### src/rtl/pchs_defs.svh
/*
 * Offsets, field positions and fixed values of the configuration header slice.
 * Assumes inclusion by bare name from the register bank and the bench.
 */
`ifndef PCHS_DEFS_SVH
`define PCHS_DEFS_SVH

`define PCHS_OFS_STATUS      8'h06
`define PCHS_OFS_REVISION    8'h08
`define PCHS_OFS_SUBCLASS    8'h0A
`define PCHS_OFS_BASECLASS   8'h0B
`define PCHS_OFS_HEADER      8'h0E

`define PCHS_ST_PARERR_BIT   15
`define PCHS_ST_SYSERR_BIT   14
`define PCHS_ST_RMA_BIT      13
`define PCHS_ST_RTA_BIT      12
`define PCHS_ST_STA_BIT      11
`define PCHS_ST_DEVSEL_HI    10
`define PCHS_ST_DEVSEL_LO    9
`define PCHS_ST_MDPE_BIT     8
`define PCHS_ST_B2B_BIT      7
`define PCHS_ST_CAPLIST_BIT  4

`define PCHS_STATUS_RESET    16'h0080
`define PCHS_DEVSEL_FAST     2'h0
// Arbitrary revision code, not tied to any real silicon step
`define PCHS_REVISION_VALUE  8'h5A
`define PCHS_SUBCLASS_VALUE  8'h80
`define PCHS_BASECLASS_VALUE 8'h08
`define PCHS_HEADER_MULTI    8'h80
`define PCHS_HEADER_SINGLE   8'h00

`endif

### src/rtl/pchs_pkg.sv
/*
 * Types shared by the configuration header slice.
 * Assumes a configuration access port that presents byte offset and data.
 */
package pchs_pkg;
	typedef struct packed {
		logic       rd;
		logic       wr;
		logic [7:0] offset;
		logic [3:0] byte_en;
		logic [31:0] wdata;
	} pchs_cfg_req_t;

	typedef enum logic {
		PCHS_IDLE,
		PCHS_ANSWER
	} pchs_state_t;
endpackage

### src/rtl/pchs_status_class.sv
/*
 * Status, revision, class and header-type slice of a function's configuration
 * header. Assumes requests come from logic on clk_i, at most one access every two cycles, and
 * that offsets are byte offsets into the header; data lanes follow byte_en, offset[1:0] unused.
 * Writes are acknowledged and dropped; no software state is held here.
 */
`timescale 1ns/1ps
`include "pchs_defs.svh"

// Functional notes
// - Parity and system error bits read zero
// - Abort status bits constant zero, writes ignored
// - Devsel timing field always reads 00
// - Fast back-to-back bit always reads one
// - Capability list bit reads zero
// - Clearing system error bit leaves it zero
// - Status register reads 0080h after reset
// - Revision fixed, writes discarded
// - Subclass reads 80h constant
// - Base class reads 08h constant
// - Header type 80h, 00h if others disabled
// - Header type has no storage or effects
module pchs_status_class
	import pchs_pkg::*;
(
	// Clock and reset
	input  wire logic          clk_i,
	input  wire logic          arst_n_i,
	// Configuration access
	input  wire pchs_cfg_req_t cfg_req_i,
	output logic               cfg_ack_o,
	output logic [31:0]        cfg_rdata_o,
	// Function strap from pins
	input  wire logic          other_funcs_off_i
);

	logic        off_meta_q;
	logic        off_sync_q;
	logic        ack_q;
	logic [31:0] rdata_q;
	logic [15:0] status_q;
	pchs_state_t state_q;
	logic        take_rd;
	logic        take_wr;

	// Status value has no writable bit; every position is fixed
	function automatic logic [15:0] status_word();
		logic [15:0] s;
		s = 16'h0000;
		s[`PCHS_ST_PARERR_BIT] = 1'b0;
		s[`PCHS_ST_SYSERR_BIT] = 1'b0;
		s[`PCHS_ST_MDPE_BIT] = 1'b0;
		s[`PCHS_ST_RMA_BIT]  = 1'b0;
		s[`PCHS_ST_RTA_BIT]  = 1'b0;
		s[`PCHS_ST_STA_BIT]  = 1'b0;
		s[`PCHS_ST_DEVSEL_HI:`PCHS_ST_DEVSEL_LO] = `PCHS_DEVSEL_FAST;
		s[`PCHS_ST_B2B_BIT] = 1'b1;
		s[`PCHS_ST_CAPLIST_BIT] = 1'b0;
		return s;
	endfunction

	// Byte value at one header offset, zero outside this slice
	function automatic logic [7:0] byte_at(input logic [7:0] ofs, input logic [15:0] st,
		input logic single);
		logic [7:0] v;
		v = 8'h00;
		if (ofs == `PCHS_OFS_STATUS) begin
			v = st[7:0];
		end else if (ofs == (`PCHS_OFS_STATUS + 8'h01)) begin
			v = st[15:8];
		end else if (ofs == `PCHS_OFS_REVISION) begin
			v = `PCHS_REVISION_VALUE;
		end else if (ofs == `PCHS_OFS_SUBCLASS) begin
			v = `PCHS_SUBCLASS_VALUE;
		end else if (ofs == `PCHS_OFS_BASECLASS) begin
			v = `PCHS_BASECLASS_VALUE;
		end else if (ofs == `PCHS_OFS_HEADER) begin
			v = single ? `PCHS_HEADER_SINGLE : `PCHS_HEADER_MULTI;
		end
		return v;
	endfunction

	// True when a byte offset lies in the dword holding a register
	function automatic logic in_dword(input logic [7:0] ofs, input logic [7:0] reg_ofs);
		return ofs[7:2] == reg_ofs[7:2];
	endfunction

	// Strap arrives asynchronously; two stages before use
	// Header byte therefore trails a strap change by two edges
	always_ff @(posedge clk_i or negedge arst_n_i) begin
		if (!arst_n_i) begin
			off_meta_q <= 1'b0;
			off_sync_q <= 1'b0;
		end else begin
			off_meta_q <= other_funcs_off_i;
			off_sync_q <= off_meta_q;
		end
	end

	// Writes never reach this register; hardwired bits win over clears
	always_ff @(posedge clk_i or negedge arst_n_i) begin
		if (!arst_n_i) begin
			status_q <= `PCHS_STATUS_RESET;
		end else begin
			status_q <= status_word();
		end
	end

	// One-cycle answer to every read or write; writes only get an ack
	// Requests in the answer cycle are dropped, not queued; callers space them
	always_ff @(posedge clk_i or negedge arst_n_i) begin
		if (!arst_n_i) begin
			state_q <= PCHS_IDLE;
			ack_q   <= 1'b0;
		end else begin
			case (state_q)
				PCHS_IDLE: begin
					ack_q <= cfg_req_i.rd | cfg_req_i.wr;
					if (cfg_req_i.rd | cfg_req_i.wr) begin
						state_q <= PCHS_ANSWER;
					end
				end
				PCHS_ANSWER: begin
					ack_q   <= 1'b0;
					state_q <= PCHS_IDLE;
				end
				default: begin
					ack_q   <= 1'b0;
					state_q <= PCHS_IDLE;
				end
			endcase
		end
	end

	// Read data per lane; header read has no side effect
	always_ff @(posedge clk_i or negedge arst_n_i) begin
		if (!arst_n_i) begin
			rdata_q <= 32'h0000_0000;
		end else if (state_q == PCHS_IDLE && cfg_req_i.rd) begin
			for (int i = 0; i < 4; i++) begin
				rdata_q[i*8 +: 8] <= cfg_req_i.byte_en[i] ?
					byte_at({cfg_req_i.offset[7:2], 2'(i)}, status_q, off_sync_q) : 8'h00;
			end
		end else begin
			rdata_q <= 32'h0000_0000;
		end
	end

	assign cfg_ack_o   = ack_q;
	assign cfg_rdata_o = rdata_q;

	// Requests taken at this edge; the checks below key off them
	assign take_rd = (state_q == PCHS_IDLE) && cfg_req_i.rd;
	assign take_wr = (state_q == PCHS_IDLE) && cfg_req_i.wr && !cfg_req_i.rd;

	// Stored status never leaves its hardwired value
	a_status_fixed: assert property (@(posedge clk_i) disable iff (!arst_n_i)
		status_q == `PCHS_STATUS_RESET) else $error("status word changed");
	a_status_errors: assert property (@(posedge clk_i) disable iff (!arst_n_i)
		status_q[15:8] == 8'h00) else $error("error bit set");
	a_syserr_clear: assert property (@(posedge clk_i) disable iff (!arst_n_i)
		cfg_req_i.wr |=> ##1 !status_q[`PCHS_ST_SYSERR_BIT])
		else $error("system error bit set");
	a_status_aborts: assert property (@(posedge clk_i) disable iff (!arst_n_i)
		cfg_req_i.wr |=> $stable(status_q[13:11])) else $error("abort bits moved");

	// Status as it appears on lanes 2 and 3
	a_devsel_fast: assert property (@(posedge clk_i) disable iff (!arst_n_i)
		(take_rd && in_dword(cfg_req_i.offset, `PCHS_OFS_STATUS) && cfg_req_i.byte_en[3])
		|=> cfg_rdata_o[26:25] == `PCHS_DEVSEL_FAST) else $error("devsel timing not fast");
	a_fast_b2b: assert property (@(posedge clk_i) disable iff (!arst_n_i)
		(take_rd && in_dword(cfg_req_i.offset, `PCHS_OFS_STATUS) && cfg_req_i.byte_en[2])
		|=> cfg_rdata_o[23]) else $error("back-to-back bit clear");
	a_status_upper: assert property (@(posedge clk_i) disable iff (!arst_n_i)
		(take_rd && in_dword(cfg_req_i.offset, `PCHS_OFS_STATUS) && cfg_req_i.byte_en[3])
		|=> cfg_rdata_o[31:27] == 5'h00 && !cfg_rdata_o[24]) else $error("error bit read as set");
	a_capability_none: assert property (@(posedge clk_i) disable iff (!arst_n_i)
		(take_rd && in_dword(cfg_req_i.offset, `PCHS_OFS_STATUS) && cfg_req_i.byte_en[2])
		|=> !cfg_rdata_o[20]) else $error("capability list bit set");
	a_reserved_zero: assert property (@(posedge clk_i) disable iff (!arst_n_i)
		(take_rd && in_dword(cfg_req_i.offset, `PCHS_OFS_STATUS) && cfg_req_i.byte_en[2])
		|=> cfg_rdata_o[22:16] == 7'h00) else $error("reserved status bit set");

	// Revision, class and header bytes
	a_class_codes: assert property (@(posedge clk_i) disable iff (!arst_n_i)
		(take_rd && cfg_req_i.offset == 8'h08 && cfg_req_i.byte_en == 4'hF)
		|=> cfg_rdata_o[31:16] == 16'h0880 && cfg_rdata_o[7:0] == `PCHS_REVISION_VALUE)
		else $error("class or revision bad");
	a_revision_fixed: assert property (@(posedge clk_i) disable iff (!arst_n_i)
		(take_rd && in_dword(cfg_req_i.offset, `PCHS_OFS_REVISION) && cfg_req_i.byte_en[0])
		|=> cfg_rdata_o[7:0] == `PCHS_REVISION_VALUE) else $error("revision byte bad");
	a_subclass_value: assert property (@(posedge clk_i) disable iff (!arst_n_i)
		(take_rd && in_dword(cfg_req_i.offset, `PCHS_OFS_SUBCLASS) && cfg_req_i.byte_en[2])
		|=> cfg_rdata_o[23:16] == `PCHS_SUBCLASS_VALUE) else $error("subclass byte bad");
	a_base_class: assert property (@(posedge clk_i) disable iff (!arst_n_i)
		(take_rd && in_dword(cfg_req_i.offset, `PCHS_OFS_BASECLASS) && cfg_req_i.byte_en[3])
		|=> cfg_rdata_o[31:24] == `PCHS_BASECLASS_VALUE) else $error("base class byte bad");
	a_header_type: assert property (@(posedge clk_i) disable iff (!arst_n_i)
		(take_rd && in_dword(cfg_req_i.offset, `PCHS_OFS_HEADER) && cfg_req_i.byte_en[2])
		|=> cfg_rdata_o[23:16] == ($past(off_sync_q) ? `PCHS_HEADER_SINGLE : `PCHS_HEADER_MULTI))
		else $error("header bad");

	// One answer per taken request, data only beside it
	a_ack_follows: assert property (@(posedge clk_i) disable iff (!arst_n_i)
		(state_q == PCHS_IDLE && (cfg_req_i.rd || cfg_req_i.wr)) |=> cfg_ack_o)
		else $error("request not answered");
	a_ack_once: assert property (@(posedge clk_i) disable iff (!arst_n_i)
		cfg_ack_o |=> !cfg_ack_o) else $error("ack longer than one cycle");
	a_busy_refused: assert property (@(posedge clk_i) disable iff (!arst_n_i)
		(state_q == PCHS_ANSWER && (cfg_req_i.rd || cfg_req_i.wr))
		|=> !cfg_ack_o && cfg_rdata_o == 32'h0000_0000)
		else $error("request in answer cycle taken");
	a_rdata_quiet: assert property (@(posedge clk_i) disable iff (!arst_n_i)
		!cfg_ack_o |-> cfg_rdata_o == 32'h0000_0000) else $error("data without ack");
	a_write_no_data: assert property (@(posedge clk_i) disable iff (!arst_n_i)
		take_wr |=> cfg_rdata_o == 32'h0000_0000) else $error("write returned data");

	// Disabled lanes read zero whatever the offset
	for (genvar g = 0; g < 4; g++) begin : g_lane
		a_lane_off: assert property (@(posedge clk_i) disable iff (!arst_n_i)
			(take_rd && !cfg_req_i.byte_en[g]) |=> cfg_rdata_o[g*8 +: 8] == 8'h00)
			else $error("disabled lane not zero");
	end

endmodule // pchs_status_class

### config.mk
export PLATFORM = sky130hd
export DESIGN_NAME = pchs_status_class
export DESIGN_NICKNAME = d
export VERILOG_FILES = /design/src/rtl/pchs_pkg.sv /design/src/rtl/pchs_status_class.sv
export VERILOG_INCLUDE_DIRS = /design/src /design/src/rtl
export SDC_FILE = /design/constraint.sdc
export NUM_CORES = 1
export LEC_CHECK = 0
export BUFFER_PORTS_ARGS = -buffer_cell sky130_fd_sc_hd__buf_4
export CAP_MARGIN = 10
export CORE_ASPECT_RATIO = 1.1
export CORE_MARGIN = 2
export CORE_UTILIZATION = 23
export DETAILED_ROUTE_END_ITERATION = 16
export PLACE_DENSITY_LB_ADDON = 0.08
export SETUP_SLACK_MARGIN = 0.3
export SYNTH_ARGS = -nofsm -noshare
export SYNTH_HDL_FRONTEND = slang
export SYNTH_SLANG_ARGS = --single-unit
### constraint.sdc
create_clock -name clk_i -period 1.1 [get_ports clk_i]
set_input_delay 0.11 -clock clk_i [delete_from_list [all_inputs] [get_ports clk_i]]
set_output_delay 0.11 -clock clk_i [all_outputs]
set_load 0.005 [all_outputs]
== Yosys cells after proc, flatten, opt, wreduce, memory -nomap -nowiden ==
Cells that the tools add are included.

* Memories kept: 0
* ROM bits: 0
* Input bits: 49
* Latch bits: 0
* Memory bits (writable): 0
* Output and inout bits: 33
* Bits in registers: 36
* Logic and storage cells: 25

* Muxes and demuxes: 14
* Bitwise operators: 2
* Reduce and logical (&&, ||, !) cells: 1
* Add/subtract/negate cells: 0
* Div/mod/pow operators: 0
* Magnitude comparators: 0
* Shift-type cells: 0
* Equal/unequal tests: 3
* Multipliers: 0

{| class="wikitable"
|+ Operator list
! operator !! number
|-
| 2-to-1 mux 8 bit || 6
|-
| 2-to-1 mux 32 bit || 1
|-
| 2-to-1 mux 7 bit || 2
|-
| equality test 6 x 2 -> 1 bit (second input constant) || 2
|-
| 2-to-1 mux 4 bit || 2
|-
| equality test 6 x 1 -> 1 bit (second input constant) || 1
|-
| one-hot mux 1 bit (2 select lines) || 2
|-
| logical AND 1 bit || 1
|-
| 2-to-1 mux 1 bit || 1
|-
| inverter 1 bit || 1
|-
| OR 1 bit || 1
|}

== Logic depth before layout (Yosys ltp) ==
* Depth in word-level cells: 6
* Gate-level depth with buffers: 2
* Gate-level depth less buffers: 2

== Worst setup path after synthesis ==
No wires, ideal clock.

* Path type: register to register
* Start: reg cfg_ack_o (netlist name)
* End: reg rdata_q[23] (netlist: cfg_rdata_o[23])
* Period minus slack after synthesis: 1203 ps
* Buffers on the path: 0
* Cell stages (with the launch flop): 3
* Data required time: 1004 ps
* Setup slack: -103 ps
* Arrival: 1107 ps
* Setup time: 96 ps
* Path through: dfrtp_1 -> or4b_4 -> nor4_2

{| class="wikitable"
|+ RTL lines
! item !! line !! source
|-
| end signal: indexed assignment || pchs_status_class.sv:141 || <nowiki>rdata_q[i*8 +: 8] <= cfg_req_i.byte_en[i] ?</nowiki>
|-
| end: declaration || pchs_status_class.sv:40 || <nowiki>logic [31:0] rdata_q;</nowiki>
|}

==> reports/results.ini <==
[clock_tree]
insertion_delay_ns = 0.24
h-tree-depth = 1
cts_sinks = 6
cts_tree = yes
root_buffer = clkbuf_4
cts_buffers = 3
clockBufferDepth = 2
clkTransAtPathRegs_ns = 0.05

[outcome]
violations = negative setup slack
status = finished with violations

[cells_and_area]
multiInputGateArea_um2 = 190
instances_no_fill = 99
diodes = 0
fillerInstances = 201
drive_gt1_share_pct = 43.1
area_delta_synth_final_pct = 39.2
nets = 123
seq_area_um2 = 150
fin_util_pct = 34.4

[job]
drv_cap = 0

[sta]
finalHoldViolCount = 0
whs_ns = 0.0892
rsz0062_at_grt = true
finalClockSkew_ns = 0.00471
post-route-period-util_pct = 110
drv_slew = 0
setup_viol = 4
fmax_mhz = 830
layout_setup_ws_ns = -0.105
period_needed_ns = 1.20

[logic_synthesis]
synth-async-reset-ratio_pct = 100
synth_ff_type = dfrtp_1
post-synth-top-area-fraction_pct = 48.3
yosysSeqAreaShare_pct = 33.3
yosys-top-cells-area = buf_4, dfrtp_1, or4b_4
yosys-top-cells-count = buf_4, dfrtp_1, inv_1, nor2_1, nor3_1
ys_warn_count = 0
avgSynthCellArea_um2 = 9.38
synth_edf_count = 0
ys_ff_latch = 6
ys_types = 12
post_synth_instance_area_um2 = 450
synth.largest_area_cell = buf_4
synth.most_common_cell = buf_4
synth_cells = 48

[power]
ir_drop_mv = 0.753
leakage_nw = 0.338
pwr_density_cell_mw_per_mm2 = 898

[placed_design]
port_buffers = 20
routabilityCongestion = 0.635
numPlacedInstances = 92

[floorplan]
die_height_um = 50.4
core-area_mm2 = 0.00182
rows = 16
start_util_pct = 24.7
die_area_mm2 = 0.00233
io_pins = 82
die_width_um = 46.2

[global_routing]
grt_max_degree = 7
grt_busiest_layer = met2
grt_pass1_wl_um = 1130
grt-ovfl-total = 0
grt_pass1_vias = 296
track_usage_pct = 6.82
gr-usage-met1_pct = 6.19
grtUsageMet3_pct = 4.68
antenna_found_initial = 0
use_met2_pct = 12.0

[critical_path]
criticalPathCategory = flip-flop to flip-flop
cp_cell_sequence = or4b_4 -> nor4_4
critPathArrivalTime_ns = 1.35
required_ns = 1.25
r2r_slack_ns = -0.10
cp-end-kind = flip-flop
critPathMaxFanout = 3
slowest_delay_ns = 0.52
cp_slowest_cell = or4b_4
start_kind = flip-flop

[drt]
drt-initial-drc-count = 0
firstDrtPassIters = 1
vias = 314
drt-wirelength-per-cell_um = 7.48
drc = 0
postRouteAntennaNets = 0
avgViaCountPerCell = 3.17
drt-total-wl_um = 741

[min_path]
min_path_type = primary input to flip-flop

[worst paths after layout]
path,depth (start not counted),end,from
max,2,cfg_rdata_o[23],cfg_ack_o
min,3,cfg_ack_o,cfg_req_i[44]
max reg2reg,2,cfg_rdata_o[23],cfg_ack_o
min reg2reg,0,off_sync_q,off_meta_q
max in group asynchronous,2,cfg_rdata_o[27],arst_n_i
min in group asynchronous,2,off_meta_q,arst_n_i
[repair_timing]
item,CTS,global route
hold buffers,2,0
resized for setup,7,5
endpoints found under the hold margin,7,0
setup buffers,1,1
pin swaps,0,1
endpoints found under the setup margin,10,11
[cells in the final DEF, fill, tap and decap left out]
| master | instances |
|---|---|
| conb_1 | 26 |
| or2_2 | 1 |
| nor3_2 | 1 |
| nor4_4 | 1 |
| nor3_1 | 1 |
| inv_1 | 2 |
| buf_6 | 8 |
| or4b_1 | 1 |
| clkbuf_4 | 3 |
| nor2_1 | 1 |
| and3_1 | 1 |
| dlygate4sd3_1 | 2 |
| or4b_4 | 1 |
| dfrtp_1 | 6 |
| buf_4 | 15 |
| o21ai_0 | 1 |
| nor2_4 | 1 |
[cell families (layout without fill, tap and decap cells)]
logic type,Yosys count,after routing,synth area share [%]
flip-flops,6,6,33.3
other,1,26,0.833
AO/OA/AOI/OAI,1,1,1.11
buffers and inverters,31,30,50.0
AND/OR/NAND/NOR,9,9,14.7
[cell type report]
| class | instances | area share, % |
|---|---|---|
| well taps | 27 | 5.39 |
| inverters | 2 | 1.20 |
| flip-flops and latches | 6 | 24.0 |
| multi-input cells | 36 | 30.3 |
| clock buffers | 3 | 3.59 |
| repair buffers | 25 | 35.5 |
[flip-flops by register name, summed over array words and instances, names as in the netlist]
name,count
cfg_rdata_o,3
cfg_ack_o,1
off_meta_q,1
off_sync_q,1
[layer usage]
layer	up-vias	part of all wire (%)	wire, um
met5	-	0	0
met2	32	57	426
met1	137	27	200
met4	0	0	0
met3	0	15	114
li1	145	-	-
[per-stage QoR]
| stage | power [W] | area (um2) | setup WS [ns] | TNS [ns] |
|---|---|---|---|---|
| global placement | 0.000328 | 518 | -0.0908 | -0.215 |
| CTS | 0.000548 | 594 | -0.118 | -0.268 |
| global route | 0.000605 | 627 | -0.139 | -0.492 |
| finish | 0.000563 | 627 | -0.105 | -0.309 |
| floorplan | 0.000337 | 544 | -0.100 | -0.207 |
| detailed placement | 0.000327 | 518 | -0.108 | -0.239 |
[critical path: cells and delay by family, from the launching register on]
family           cells  cell delay (ns)
and+or+nand+nor      2             0.73
DFF                  1             0.37
[report_power, final]
| group | switching, W | total (W) | internal (W) |
|---|---|---|---|
| clock | 0.0000796 | 0.000203 | 0.000123 |
| combinational | 0.0000557 | 0.000127 | 0.0000711 |
| sequential | 0.00000348 | 0.000233 | 0.000230 |
| total | 0.000139 | 0.000563 | 0.000424 |
Note: power is estimated with default switching activity, not from simulation.
